## config.mk

```make
export PLATFORM = sky130hd
export DESIGN_NAME = isf_top
export DESIGN_NICKNAME = d
export VERILOG_FILES = /design/src/inc/isf_pkg.sv /design/src/rtl/isf_top.sv /design/src/rtl/isf_txfifo.sv
export SDC_FILE = /design/constraint.sdc
export NUM_CORES = 1
export LEC_CHECK = 0
export ABC_AREA = 1
export CAP_MARGIN = 15
export CELL_PAD_IN_SITES_DETAIL_PLACEMENT = 1
export CELL_PAD_IN_SITES_GLOBAL_PLACEMENT = 1
export CORE_MARGIN = 2
export CORE_UTILIZATION = 48
export CTS_CLUSTER_DIAMETER = 40
export DETAILED_ROUTE_END_ITERATION = 10
export DONT_BUFFER_PORTS = 1
export HOLD_SLACK_MARGIN = 0.08
export PLACE_DENSITY = 0.88
export SLEW_MARGIN = 20
export SYNTH_ARGS = -nofsm -noshare
export SYNTH_HDL_FRONTEND = slang
export SYNTH_SLANG_ARGS = --single-unit
```

## constraint.sdc

```tcl
create_clock -name aclk -period 3.2 [get_ports aclk]
set_input_delay 0.64 -clock aclk [delete_from_list [all_inputs] [get_ports aclk]]
set_output_delay 0.64 -clock aclk [all_outputs]
set_load 0.03 [all_outputs]
```

## src/inc/isf_pkg.sv

```systemverilog
package isf_pkg;
    localparam int ADDR_W = 8;
    localparam logic [7:0] OFS_CTRL = 8'h00;
    localparam logic [7:0] OFS_IRQ_STAT = 8'h04;
    localparam logic [7:0] OFS_IRQ_CLR = 8'h08;
    localparam logic [7:0] OFS_IRQ_EN = 8'h0c;
    localparam logic [7:0] OFS_TXDATA = 8'h10;
    localparam logic [7:0] OFS_OPRES = 8'h14;
    // Control register fields
    localparam int CTRL_DMA_BIT = 0;
    localparam int CTRL_BLEN_LSB = 4;
    localparam int CTRL_THR_LSB = 8;
    localparam int FIELD_W = 4;
    localparam logic [31:0] CTRL_RESET = 32'h0000_0000;
    localparam logic [31:0] CTRL_MASK = 32'h0000_0ff1;
    // Interrupt status bits
    localparam int IRQ_W = 6;
    localparam int IRQ_TX_LOW = 0;
    localparam int IRQ_RD_REQ = 1;
    localparam int IRQ_RD_EMPTY = 2;
    localparam int IRQ_TGT_DONE = 3;
    localparam int IRQ_OP_DONE = 4;
    localparam int IRQ_OP_ABORT = 5;
    // Operation result layout
    localparam int KIND_LSB = 0;
    localparam int PROG_LSB = 2;
    localparam int CAUSE_LSB = 4;
    localparam logic [1:0] KIND_CONTROLLER_WRITE = 2'h0;
    localparam logic [1:0] KIND_CONTROLLER_READ = 2'h1;
    localparam logic [1:0] KIND_TARGET_RECEIVE = 2'h2;
    localparam logic [1:0] KIND_TARGET_TRANSMIT = 2'h3;
    localparam logic [1:0] PROG_IDLE_CODE = 2'h0;
    localparam logic [1:0] PROG_IN_PROGRESS = 2'h1;
    localparam logic [1:0] PROG_OK = 2'h2;
    localparam logic [1:0] PROG_ABORT = 2'h3;
    localparam logic [2:0] CAUSE_ADDRESS_REFUSED = 3'h0;
    localparam logic [2:0] CAUSE_DATA_REFUSED = 3'h1;
    localparam logic [2:0] CAUSE_ARBITRATION_DEFEAT = 3'h3;
    localparam logic [2:0] CAUSE_MISPLACED_START_ERROR = 3'h4;
    localparam logic [2:0] CAUSE_MISPLACED_STOP_ERROR = 3'h5;
    localparam logic [1:0] RESP_OKAY = 2'h0;
    localparam logic [1:0] RESP_SLVERR = 2'h2;
    typedef enum logic [1:0] {D_IDLE, D_WAIT} isf_dma_e;
endpackage : isf_pkg

```

## src/rtl/isf_top.sv

```systemverilog
`timescale 1ns/10ps
module isf_top #(
    parameter int DEPTH = 8
) (
    input wire logic aclk,
    input wire logic aresetn,
    input wire logic [7:0] awaddr,
    input wire logic awvalid,
    output logic awready,
    input wire logic [31:0] wdata,
    input wire logic [3:0] wstrb,
    input wire logic wvalid,
    output logic wready,
    output logic [1:0] bresp,
    output logic bvalid,
    input wire logic bready,
    input wire logic [7:0] araddr,
    input wire logic arvalid,
    output logic arready,
    output logic [31:0] rdata,
    output logic [1:0] rresp,
    output logic rvalid,
    input wire logic rready,
    input wire logic op_start,
    input wire logic [1:0] op_kind,
    input wire logic op_ok,
    input wire logic address_refused,
    input wire logic data_refused,
    input wire logic arbitration_defeat,
    input wire logic misplaced_start_error,
    input wire logic misplaced_stop_error,
    input wire logic tgt_read_req,
    input wire logic tgt_nack_end,
    input wire logic tx_take,
    input wire logic dma_served,
    output logic [7:0] tx_byte,
    output logic tx_byte_valid,
    output logic scl_hold_low,
    output logic dma_single_req,
    output logic dma_burst_req,
    output logic dma_last,
    output logic irq
);
    localparam int CNT_W = $clog2(DEPTH + 2);
    generate
        if (DEPTH > 15)
        begin : g_bad_depth
            $error("isf_top DEPTH above 15 exceeds the threshold field");
        end
    endgenerate

    function automatic logic [31:0] strb_merge(input logic [31:0] old_v,
                                               input logic [31:0] new_v,
                                               input logic [3:0] strb);
        logic [31:0] m;
        m = {{8{strb[3]}}, {8{strb[2]}}, {8{strb[1]}}, {8{strb[0]}}};
        return (old_v & ~m) | (new_v & m);
    endfunction : strb_merge

    function automatic logic [2:0] abort_cause(input logic st, input logic sp,
                                               input logic arb, input logic na);
        if (st)
            return isf_pkg::CAUSE_MISPLACED_START_ERROR;
        else if (sp)
            return isf_pkg::CAUSE_MISPLACED_STOP_ERROR;
        else if (arb)
            return isf_pkg::CAUSE_ARBITRATION_DEFEAT;
        else if (na)
            return isf_pkg::CAUSE_ADDRESS_REFUSED;
        else
            return isf_pkg::CAUSE_DATA_REFUSED;
    endfunction : abort_cause

    // Bus slave state
    logic awready_reg, wready_reg, bvalid_reg, arready_reg, rvalid_reg;
    logic aw_got_reg, w_got_reg;
    logic [7:0] waddr_reg, raddr_reg;
    logic [31:0] wdata_reg, rdata_reg;
    logic [3:0] wstrb_reg;
    logic [1:0] bresp_reg, rresp_reg;
    logic rd_pend_reg;
    // Block state
    logic [31:0] ctrl_reg;
    logic [isf_pkg::IRQ_W-1:0] stat_reg, en_reg, stat_next;
    logic irq_reg;
    logic [1:0] kind_reg, prog_reg;
    logic [2:0] cause_reg;
    logic flush_pend_reg, low_q_reg, empty_q_reg, final_pend_reg;
    logic scl_reg, single_reg, burst_reg, last_reg;
    isf_pkg::isf_dma_e dma_state_reg;

    // Write decode
    wire do_write = aw_got_reg && w_got_reg && !bvalid_reg;
    wire wr_ctrl = do_write && waddr_reg == isf_pkg::OFS_CTRL;
    wire wr_clr = do_write && waddr_reg == isf_pkg::OFS_IRQ_CLR;
    wire wr_en = do_write && waddr_reg == isf_pkg::OFS_IRQ_EN;
    wire wr_tx = do_write && waddr_reg == isf_pkg::OFS_TXDATA && wstrb_reg[0];
    wire wr_hit = waddr_reg == isf_pkg::OFS_CTRL || waddr_reg == isf_pkg::OFS_IRQ_STAT
                  || waddr_reg == isf_pkg::OFS_IRQ_CLR || waddr_reg == isf_pkg::OFS_IRQ_EN
                  || waddr_reg == isf_pkg::OFS_TXDATA || waddr_reg == isf_pkg::OFS_OPRES;
    wire [31:0] opres_word = {25'h0, cause_reg, prog_reg, kind_reg};
    wire rd_hit = raddr_reg == isf_pkg::OFS_CTRL || raddr_reg == isf_pkg::OFS_IRQ_STAT
                  || raddr_reg == isf_pkg::OFS_IRQ_CLR || raddr_reg == isf_pkg::OFS_IRQ_EN
                  || raddr_reg == isf_pkg::OFS_TXDATA || raddr_reg == isf_pkg::OFS_OPRES;
    wire [31:0] rd_word = raddr_reg == isf_pkg::OFS_CTRL ? ctrl_reg
                        : raddr_reg == isf_pkg::OFS_IRQ_STAT ? 32'(stat_reg)
                        : raddr_reg == isf_pkg::OFS_IRQ_EN ? 32'(en_reg)
                        : raddr_reg == isf_pkg::OFS_OPRES ? opres_word : 32'h0000_0000;

    // Control fields
    wire dma_mode = ctrl_reg[isf_pkg::CTRL_DMA_BIT];
    wire [CNT_W-1:0] blen = CNT_W'(ctrl_reg[isf_pkg::CTRL_BLEN_LSB +: isf_pkg::FIELD_W]);
    wire [CNT_W-1:0] thr = CNT_W'(ctrl_reg[isf_pkg::CTRL_THR_LSB +: isf_pkg::FIELD_W]);

    // Transmit FIFO
    logic fifo_wr_ready, fifo_valid;
    logic [7:0] fifo_data;
    logic [CNT_W-1:0] free_cnt;
    wire flush = tgt_read_req;
    isf_txfifo #(.WIDTH(8), .DEPTH(DEPTH), .CNT_W(CNT_W)) i_isf_txfifo (
        .aclk(aclk),
        .aresetn(aresetn),
        .flush(flush),
        .wr_valid(wr_tx),
        .wr_data(wdata_reg[7:0]),
        .wr_ready(fifo_wr_ready),
        .rd_ready(tx_take),
        .rd_valid(fifo_valid),
        .rd_data(fifo_data),
        .free_count(free_cnt)
    );

    // Operation tracking
    wire busy = prog_reg == isf_pkg::PROG_IN_PROGRESS;
    wire ctl_op = kind_reg == isf_pkg::KIND_CONTROLLER_WRITE
                  || kind_reg == isf_pkg::KIND_CONTROLLER_READ;
    wire tt_active = busy && kind_reg == isf_pkg::KIND_TARGET_TRANSMIT;
    wire ab_ctl = ctl_op && (address_refused || arbitration_defeat
                  || (data_refused && kind_reg == isf_pkg::KIND_CONTROLLER_WRITE));
    wire ab_any = busy && (misplaced_start_error || misplaced_stop_error || ab_ctl);
    wire tt_done = tt_active && tgt_nack_end && !ab_any;
    wire ok_ev = busy && !ab_any && (tt_done || (op_ok && !tt_active));
    wire low_lvl = !dma_mode && (CNT_W'(DEPTH) - free_cnt) <= thr;
    wire empty_lvl = tt_active && !fifo_valid;
    wire fill_room = free_cnt != '0;
    wire pick_burst = blen != '0 && free_cnt >= blen;
    wire dma_go = dma_mode && (final_pend_reg || tt_done || (tt_active && fill_room));

    // Event flags: set wins over clear
    always_comb
    begin
        stat_next = stat_reg & ~(wr_clr ? wdata_reg[isf_pkg::IRQ_W-1:0] : '0);
        stat_next[isf_pkg::IRQ_TX_LOW] = stat_next[isf_pkg::IRQ_TX_LOW]
                                         | (low_lvl && !low_q_reg);
        stat_next[isf_pkg::IRQ_RD_REQ] = stat_next[isf_pkg::IRQ_RD_REQ]
                                         | flush_pend_reg;
        stat_next[isf_pkg::IRQ_RD_EMPTY] = stat_next[isf_pkg::IRQ_RD_EMPTY]
                                           | (empty_lvl && !empty_q_reg);
        stat_next[isf_pkg::IRQ_TGT_DONE] = stat_next[isf_pkg::IRQ_TGT_DONE] | tt_done;
        stat_next[isf_pkg::IRQ_OP_DONE] = stat_next[isf_pkg::IRQ_OP_DONE] | ok_ev;
        stat_next[isf_pkg::IRQ_OP_ABORT] = stat_next[isf_pkg::IRQ_OP_ABORT] | ab_any;
    end

    // Bus write channels
    always_ff @(posedge aclk)
    begin
        if (!aresetn)
        begin
            awready_reg <= 1'b0;
            wready_reg <= 1'b0;
            aw_got_reg <= 1'b0;
            w_got_reg <= 1'b0;
            bvalid_reg <= 1'b0;
            bresp_reg <= isf_pkg::RESP_OKAY;
            waddr_reg <= 8'h00;
            wdata_reg <= 32'h0000_0000;
            wstrb_reg <= 4'h0;
        end
        else
        begin
            awready_reg <= awvalid && !awready_reg && !aw_got_reg && !bvalid_reg;
            wready_reg <= wvalid && !wready_reg && !w_got_reg && !bvalid_reg;
            if (awvalid && awready_reg)
            begin
                aw_got_reg <= 1'b1;
                waddr_reg <= {awaddr[7:2], 2'h0};
            end
            if (wvalid && wready_reg)
            begin
                w_got_reg <= 1'b1;
                wdata_reg <= wdata;
                wstrb_reg <= wstrb;
            end
            if (do_write)
            begin
                aw_got_reg <= 1'b0;
                w_got_reg <= 1'b0;
                bvalid_reg <= 1'b1;
                bresp_reg <= wr_hit ? isf_pkg::RESP_OKAY : isf_pkg::RESP_SLVERR;
            end
            else if (bready)
                bvalid_reg <= 1'b0;
        end
    end

    // Bus read channel
    always_ff @(posedge aclk)
    begin
        if (!aresetn)
        begin
            arready_reg <= 1'b0;
            rd_pend_reg <= 1'b0;
            rvalid_reg <= 1'b0;
            raddr_reg <= 8'h00;
            rdata_reg <= 32'h0000_0000;
            rresp_reg <= isf_pkg::RESP_OKAY;
        end
        else
        begin
            arready_reg <= arvalid && !arready_reg && !rd_pend_reg && !rvalid_reg;
            if (arvalid && arready_reg)
            begin
                raddr_reg <= {araddr[7:2], 2'h0};
                rd_pend_reg <= 1'b1;
            end
            if (rd_pend_reg)
            begin
                rd_pend_reg <= 1'b0;
                rvalid_reg <= 1'b1;
                rdata_reg <= rd_word;
                rresp_reg <= rd_hit ? isf_pkg::RESP_OKAY : isf_pkg::RESP_SLVERR;
            end
            else if (rready)
                rvalid_reg <= 1'b0;
        end
    end

    // Registers and operation result
    always_ff @(posedge aclk)
    begin
        if (!aresetn)
        begin
            ctrl_reg <= isf_pkg::CTRL_RESET;
            en_reg <= '0;
            stat_reg <= '0;
            irq_reg <= 1'b0;
            kind_reg <= isf_pkg::KIND_CONTROLLER_WRITE;
            prog_reg <= isf_pkg::PROG_IDLE_CODE;
            cause_reg <= isf_pkg::CAUSE_ADDRESS_REFUSED;
            flush_pend_reg <= 1'b0;
            low_q_reg <= 1'b0;
            empty_q_reg <= 1'b0;
            scl_reg <= 1'b0;
        end
        else
        begin
            if (wr_ctrl)
                ctrl_reg <= strb_merge(ctrl_reg, wdata_reg, wstrb_reg) & isf_pkg::CTRL_MASK;
            if (wr_en)
                en_reg <= wdata_reg[isf_pkg::IRQ_W-1:0];
            stat_reg <= stat_next;
            irq_reg <= |(stat_next & (wr_en ? wdata_reg[isf_pkg::IRQ_W-1:0] : en_reg));
            flush_pend_reg <= tgt_read_req;
            low_q_reg <= low_lvl;
            empty_q_reg <= empty_lvl;
            scl_reg <= empty_lvl;
            if (tgt_read_req)
            begin
                kind_reg <= isf_pkg::KIND_TARGET_TRANSMIT;
                prog_reg <= isf_pkg::PROG_IN_PROGRESS;
                cause_reg <= isf_pkg::CAUSE_ADDRESS_REFUSED;
            end
            else if (op_start)
            begin
                kind_reg <= op_kind;
                prog_reg <= isf_pkg::PROG_IN_PROGRESS;
                cause_reg <= isf_pkg::CAUSE_ADDRESS_REFUSED;
            end
            else if (ab_any)
            begin
                prog_reg <= isf_pkg::PROG_ABORT;
                cause_reg <= abort_cause(misplaced_start_error, misplaced_stop_error,
                                         ctl_op && arbitration_defeat,
                                         ctl_op && address_refused);
            end
            else if (ok_ev)
                prog_reg <= isf_pkg::PROG_OK;
        end
    end

    // DMA request sequencer
    always_ff @(posedge aclk)
    begin
        if (!aresetn)
        begin
            dma_state_reg <= isf_pkg::D_IDLE;
            final_pend_reg <= 1'b0;
            single_reg <= 1'b0;
            burst_reg <= 1'b0;
            last_reg <= 1'b0;
        end
        else
        begin
            if (dma_mode && tt_done)
                final_pend_reg <= 1'b1;
            unique case (dma_state_reg)
                isf_pkg::D_IDLE:
                begin
                    if (dma_go)
                    begin
                        burst_reg <= pick_burst;
                        single_reg <= !pick_burst;
                        last_reg <= final_pend_reg || tt_done;
                        final_pend_reg <= 1'b0;
                        dma_state_reg <= isf_pkg::D_WAIT;
                    end
                end
                isf_pkg::D_WAIT:
                begin
                    if (dma_served)
                    begin
                        burst_reg <= 1'b0;
                        single_reg <= 1'b0;
                        last_reg <= 1'b0;
                        dma_state_reg <= isf_pkg::D_IDLE;
                    end
                end
            endcase
        end
    end

    assign awready = awready_reg;
    assign wready = wready_reg;
    assign bvalid = bvalid_reg;
    assign bresp = bresp_reg;
    assign arready = arready_reg;
    assign rvalid = rvalid_reg;
    assign rdata = rdata_reg;
    assign rresp = rresp_reg;
    assign tx_byte = fifo_data;
    assign tx_byte_valid = fifo_valid;
    assign scl_hold_low = scl_reg;
    assign dma_single_req = single_reg;
    assign dma_burst_req = burst_reg;
    assign dma_last = last_reg;
    assign irq = irq_reg;
endmodule : isf_top

```

## src/rtl/isf_txfifo.sv

```systemverilog
`timescale 1ns/10ps
module isf_txfifo #(
    parameter int WIDTH = 8,
    parameter int DEPTH = 8,
    parameter int CNT_W = $clog2(DEPTH + 2)
) (
    input wire logic aclk,
    input wire logic aresetn,
    input wire logic flush,
    input wire logic wr_valid,
    input wire logic [WIDTH-1:0] wr_data,
    output logic wr_ready,
    input wire logic rd_ready,
    output logic rd_valid,
    output logic [WIDTH-1:0] rd_data,
    output logic [CNT_W-1:0] free_count
);
    generate
        if (DEPTH < 2 || (DEPTH & (DEPTH - 1)) != 0)
        begin : g_bad_depth
            $error("isf_txfifo DEPTH must be a power of two of at least 2");
        end
    endgenerate
    localparam int PW = $clog2(DEPTH);
    logic [WIDTH-1:0] mem [DEPTH];
    logic [PW-1:0] wr_ptr_reg;
    logic [PW-1:0] rd_ptr_reg;
    logic [CNT_W-1:0] cnt_reg;
    logic out_valid_reg;
    logic [WIDTH-1:0] out_data_reg;
    wire push = wr_valid && wr_ready;
    wire load = cnt_reg != '0 && (!out_valid_reg || rd_ready);
    assign wr_ready = cnt_reg < CNT_W'(DEPTH);
    assign rd_valid = out_valid_reg;
    assign rd_data = out_data_reg;
    assign free_count = CNT_W'(DEPTH) - cnt_reg;

    always_ff @(posedge aclk)
    begin
        if (push)
            mem[wr_ptr_reg] <= wr_data;
    end

    always_ff @(posedge aclk)
    begin
        if (!aresetn || flush)
        begin
            wr_ptr_reg <= '0;
            rd_ptr_reg <= '0;
            cnt_reg <= '0;
            out_valid_reg <= 1'b0;
            out_data_reg <= '0;
        end
        else
        begin
            if (push)
                wr_ptr_reg <= wr_ptr_reg + PW'(1);
            if (load)
            begin
                rd_ptr_reg <= rd_ptr_reg + PW'(1);
                out_data_reg <= mem[rd_ptr_reg];
                out_valid_reg <= 1'b1;
            end
            else if (rd_ready)
                out_valid_reg <= 1'b0;
            cnt_reg <= cnt_reg + CNT_W'(push) - CNT_W'(load);
        end
    end
endmodule : isf_txfifo

```

======== Word-level counts from Yosys, hierarchy flattened ========
Memories as Yosys holds them, arrays and structs flattened. A register that Yosys moved wholly into a read port is not among the register bits.
Index checks and enable logic that the tools add are counted.
cells by class
  multiplexer cells ....................... 40
  order comparisons ....................... 3
  equality and inequality tests ........... 16
  add/subtract/negate cells ............... 6
  reductions and logical operators ........ 94
  bitwise gates (word level) .............. 14
operators with widths
  kind                                                                   number
  1-bit logical AND                                                      40
  12-bit bitwise AND                                                     2
  6-bit by 2-bit equality test with 1-bit output, second input constant  4
  6-bit by 3-bit equality test with 1-bit output, second input constant  4
  7-bit two-way mux                                                      3
  1-bit logical OR                                                       20
  1-bit two-way mux                                                      19
  2-bit two-way mux                                                      9
  1-bit zero test                                                        16
  8-bit zero test                                                        2
  4-bit nonzero test                                                     4
  6-bit bitwise AND                                                      2
  6-bit by 1-bit equality test with 1-bit output, second input constant  2
  12-bit two-way mux                                                     1
  6-bit two-way mux                                                      2
  12-bit NOT                                                             1
  12-bit bitwise OR                                                      1
  2-bit nonzero test                                                     5
  4-bit subtractor, first input constant                                 2
  3-bit by 1-bit adder with 3-bit output, second input constant          2
  2-bit by 1-bit equality test with 1-bit output, second input constant  3
  3-bit two-way mux                                                      2
  6-bit NOT                                                              1
  1-bit bitwise OR                                                       6
  15 further kinds                                                       20
storage, ports and cells
  memory bits (writable) .................. 64
  memories kept ........................... 1
  input port bits ......................... 72
  output and inout port bits .............. 55
  word-level logic and storage cells ...... 209
  bits in registers ....................... 119
memories
  name              words  bits a word  rd ports  clocked after Yosys merged registers in  wr ports  line              RTL
  i_isf_txfifo.mem  8      8            1         1                                        1         isf_txfifo.sv:25  logic [WIDTH-1:0] mem [DEPTH];

======== Logic depth before layout (Yosys ltp) ========
  word-level depth ........................ 14
  gate-level depth with buffers ........... 17
  mapped depth without buffers ............ 17

======== By module ========
Synthesis repeated with hierarchy kept, for this count alone.
second synthesis, totals
  cell total of the unflattened synthesis .. 874
  area, all modules ....................... 7577.3 um^2
modules (own cells, without submodules)
  module      times used  area each (um^2)  sequential area each (um^2)  cells each
  isf_top     1           3926.3            1701.6                       506
  isf_txfifo  1           3651.0            2302.2                       368

======== Worst setup path before layout ========
No wires, ideal clock.
  path type ............................... in2reg
  start point ............................. input port tx_take
  end point ............................... register i_isf_txfifo.cnt_reg[2]
  data required time ...................... 3072 ps
  arrival ................................. 2393 ps
  setup slack ............................. 679 ps
  library setup time ...................... 128 ps
  stages on the path ...................... 11
  cells stage by stage .................... or2_2 -> nand2_1 -> inv_1 -> clkbuf_1 -> ha_1 -> inv_1 -> ha_1 -> inv_1 -> fa_1 -> xnor2_1 -> nor2_1
on the way
  cells in the longest elaborated chain, start to end .. 3
ends and longest elaborated chain
  what                                         line              RTL
  from (decl)                                  isf_top.sv:34     input wire logic tx_take,
  1-bit logical OR                             isf_txfifo.sv:32  wire load = cnt_reg != '0 && (!out_valid_reg || rd_ready);
  1-bit logical AND                            isf_txfifo.sv:32
  named net i_isf_txfifo.load                  isf_txfifo.sv:32
  4-bit by 1-bit subtractor with 4-bit output  isf_txfifo.sv:66  cnt_reg <= cnt_reg + CNT_W'(push) - CNT_W'(load);
  to (signal assigned)                         isf_txfifo.sv:66
  to (decl)                                    isf_txfifo.sv:28  logic [CNT_W-1:0] cnt_reg;
The timed path passes the listed nets, and every way through them passes these cells.
A chain may end at the register's enable or synchronous reset.

======== Final worst setup path ========
  start point ............................. register i_isf_txfifo.cnt_reg[0]
  end point ............................... register irq_reg, in the netlist irq
on the way
  cells in the longest elaborated chain, start to end .. 8
ends and longest elaborated chain
  what                            line              RTL
  4-bit subtractor                isf_txfifo.sv:36  assign free_count = CNT_W'(DEPTH) - cnt_reg;
  4-bit subtractor                isf_top.sv:143    wire low_lvl = !dma_mode && (CNT_W'(DEPTH) - free_cnt) <= thr;
  4-bit less-or-equal comparator  isf_top.sv:143
  1-bit logical AND               isf_top.sv:143
  1-bit logical AND               isf_top.sv:154    | (low_lvl && !low_q_reg);
  1-bit bitwise OR                isf_top.sv:154
  6-bit bitwise AND               isf_top.sv:262    irq_reg <= |(stat_next & (wr_en ? wdata_reg[isf_pkg::IRQ_W-1:0] : en_reg));
  6-bit OR reduction              isf_top.sv:262
  to (signal assigned)            isf_top.sv:262
  to (decl)                       isf_top.sv:85     logic irq_reg;
Every way passes these cells.

==> key figures <==
Status
  • Outcome: finished clean

Route
  • WL final: about 19000 um
  • WL/cell: between 15 and 20 um
  • DRT antenna net count: 0
  • TritonRoute pass-1 iters: 4
  • DRT iter0 DRCs: 224
  • Total number of vias: 5505
  • Post-DR vias/cell: approximately 5.6
  • Remaining routing DRC violations: 0

Clocking
  • Clock Latency Late Sink: around 430 ps
  • H-tree Lvls: 4
  • Clk root buf: clkbuf_16
  • Hold bufs inserted after CTS: 0
  • CTS max path bufs: 2
  • Total CTS buffers: 17
  • Clk sinks: 168
  • CTS tree: done
  • Clock slew at reported path FFs: 60 ps
  • Post-CTS sizing: 0
  • # Post-CTS Setup Buffers: 0

Synthesis
  • Post-synthesis sequential area ratio: 0.559
  • Main combinational cell family by area after synthesis: simple AND/OR/NAND/NOR gates
  • Synth top area share: 0.291
  • Average size of a mapped cell: 9.06 um2
  • Post-synth ARST share: 0
  • Compound-Gate Fraction of Synth Area: 0.152
  • Post-synth EDFFs: 64
  • Post-synthesis mux area share: 0
  • Synthesis Warnings: 0
  • Mapped Cells: between 700 and 800
  • Mapped Area: about 7200 um2
  • Synth Area in Simple Gates: 0.171
  • Synth Area in XOR/XNOR: 0.00367
  • Synth Area in Adders: 0.0343
  • Synth top area cells: dfxtp_1 (29%), edfxtp_1 (27%), o21ai_0 (6.5%)
  • Yosys reg bits: between 150 and 200
  • Area leader, netlist: dfxtp_1
  • Most used DFF post-synth: dfxtp_1
  • Unique cell type count in the Yosys netlist: 45

STA
  • Relative slew slack: 0.262
  • Slew Viols, Final: 0
  • Period utilization: 0.845
  • Final period demand of the worst path: about 2700 ps
  • Fmax: about 370 MHz
  • Final setup violation count: 0
  • Fin Setup TNS: 0 ps
  • Final hold vios: 0
  • Worst-Margin Slew: around 1100 ps
  • RSZ-0062 raised after global routing: false
  • Final Skew: between 8 and 9 ps

Pwr
  • Lkg Pwr: roughly 3.0 nW
  • PD cells: between 700 and 800 nW/um2
  • Peak VDD IR: roughly 0.42 mV

Global routing
  • Vias in the first global route: between 5000 and 6000
  • Pin count of the biggest net entering global routing: 51
  • Initial antenna violation count: 1
  • Total Routing Usage GR: 0.242
  • Global-route wire length before repair: roughly 30000 um
  • Overflow after GRT: 0

Final layout
  • Fill cells: 1717
  • Final Cell Area: roughly 7800 um2
  • Syn-to-layout area delta: 9.49%
  • Finished Core Util: 0.539
  • Max FFs per register: 64
  • Share of layout cells above drive strength 1: 0.0783
  • # nets final: just under 900
  • N_diodes: 0

Floorplan
  • Die Footprint: between 15000 and 20000 um2
  • Initial Utilization: 0.492
  • DIE HEIGHT: approximately 130 um
  • Area of the core: 14500 um2
  • Ports: between 100 and 150
  • Chip Width: roughly 130 um
  • Num rows: 44

Hold path
  • Worst Hold Endpoint: rvalid$_SDFFE_PN0P_
  • Min-Delay Path Class: in -> reg
  • Hold path start: rready
  • Hold depth: 1

Worst setup path
  • FF-to-FF path depth: 16
  • Reg-to-reg slack, setup: between 400 and 500 ps
  • Reg-to-Reg End: irq$_SDFF_PN0_
  • CP Launch Type: register
  • Crit end category: register
  • CP required: ~3600 ps
  • CP Class: reg -> reg
  • Worst Path Arrival: between 3000 and 4000 ps
  • Worst Path Max Fanout: 6
  • R2R Path Start: i_isf_txfifo.cnt_reg[0]$_SDFF_PP0_

Placed design
  • Port Buffers: 0
  • Area after DPL: around 7300 um2
  • RePlAce Congestion: between 0.8 and 0.9
  • Dpl hpwl: 13300 um

Flow run
  • Number of max-cap violations: 0
## worst max-delay path: stages, from the launching register on
cell	delay (ps)
dfxtp_1	340
inv_1	220
ha_1	290
inv_1	60
nor2_1	120
nor2_1	80
nor3_1	170
xor2_1	110
ha_1	310
nand2_1	70
o21ai_0	390
nand3b_1	180
nand2_1	90
nand2_1	50
nand2_1	70
nand2_1	40
nand2_1	50
## where the power goes
part	switching [W]	internal [W]
clock network	0.000836	0.00114
logic	0.00109	0.000582
registers	0.000190	0.00232
## cell usage in the layout (no fill, tap or decap), types with 3 or more instances in the layout
| master | synthesis | layout |
|---|---|---|
| a31oi_1 | 3 | 3 |
| inv_1 | 70 | 70 |
| buf_4 | 22 | 12 |
| inv_2 | 4 | 4 |
| a221oi_1 | 3 | 3 |
| conb_1 | 1 | 22 |
| ha_1 | 18 | 18 |
| clkbuf_16 | 0 | 17 |
| dfxtp_1 | 104 | 103 |
| clkinv_1 | 2 | 7 |
| nor3_1 | 14 | 14 |
| nand2_1 | 98 | 98 |
| edfxtp_1 | 64 | 64 |
| o21ai_0 | 93 | 93 |
| nand3_1 | 19 | 19 |
| nand2_2 | 5 | 5 |
| clkinvlp_4 | 0 | 4 |
| a21oi_1 | 61 | 61 |
| o31ai_1 | 6 | 6 |
| o21ai_2 | 3 | 3 |
| o211ai_1 | 20 | 20 |
| nand4_1 | 9 | 9 |
| nor2_1 | 116 | 116 |
## routing by layer
metal,routed length [um],global-route usage,part of all wire,vias to the layer above
met3,983,0.0671,0.052,37
met5,17,0,0.00091,-
met4,515,0.108,0.027,2
li1,-,-,-,2642
met1,7440,0.266,0.40,2668
met2,9820,0.436,0.52,156
## through the flow
stage	hold slack [ps]	cells	power, W	setup slack (ps)
after global routing	298	989	0.00651	161
after global placement	452	957	0.00405	645
after detailed placement	470	957	0.00421	494
after floorplan	436	811	0.00374	679
final	306	989	0.00615	496
after CTS	293	989	0.00618	475
## cell type report
type / count / area, um2 / share of cell area
inverter: 76 / 285 / 0.0364
multi-input combinational: 517 / 2670 / 0.340
clock inverter: 14 / 131 / 0.0168
timing repair buffer: 12 / 90.1 / 0.0115
tap: 184 / 230 / 0.0294
sequential: 168 / 4010 / 0.511
clock buffer: 18 / 429 / 0.0548
## worst max-delay path by stage
stage / endpoint / start / depth (start not counted)
after floorplan: i_isf_txfifo.cnt_reg[2]$_SDFF_PP0_ / tx_take / 11
after global placement: i_isf_txfifo.cnt_reg[2]$_SDFF_PP0_ / tx_take / 10
after detailed placement: irq$_SDFF_PN0_ / i_isf_txfifo.cnt_reg[0]$_SDFF_PP0_ / 16
after CTS: irq$_SDFF_PN0_ / i_isf_txfifo.cnt_reg[0]$_SDFF_PP0_ / 16
after global routing: irq$_SDFF_PN0_ / i_isf_txfifo.cnt_reg[0]$_SDFF_PP0_ / 17
final: irq$_SDFF_PN0_ / i_isf_txfifo.cnt_reg[0]$_SDFF_PP0_ / 16
## cell usage after synthesis, types with 4 or more instances
cell      count
o21ai_0      93
o211ai_1     20
nand2_1      98
o31ai_1       6
nor2_1      116
inv_2         4
ha_1         18
inv_1        70
nand2_2       5
nand4_1       9
edfxtp_1     64
buf_4        22
clkbuf_1     23
a21oi_1      61
nor3_1       14
nand3_1      19
dfxtp_1     104
## logic make-up (layout without fill, tap and decap cells)
logic type / count (synthesis) / count (layout)
and+or+nand+nor: 278 / 278
xor gates and xnor gates: 3 / 3
other: 1 / 22
AOI/OAI and AO/OA: 195 / 195
DFF: 168 / 168
buffers and inverters: 126 / 120
adders and majority gates: 19 / 19
Power figures use the tool's default switching activity.
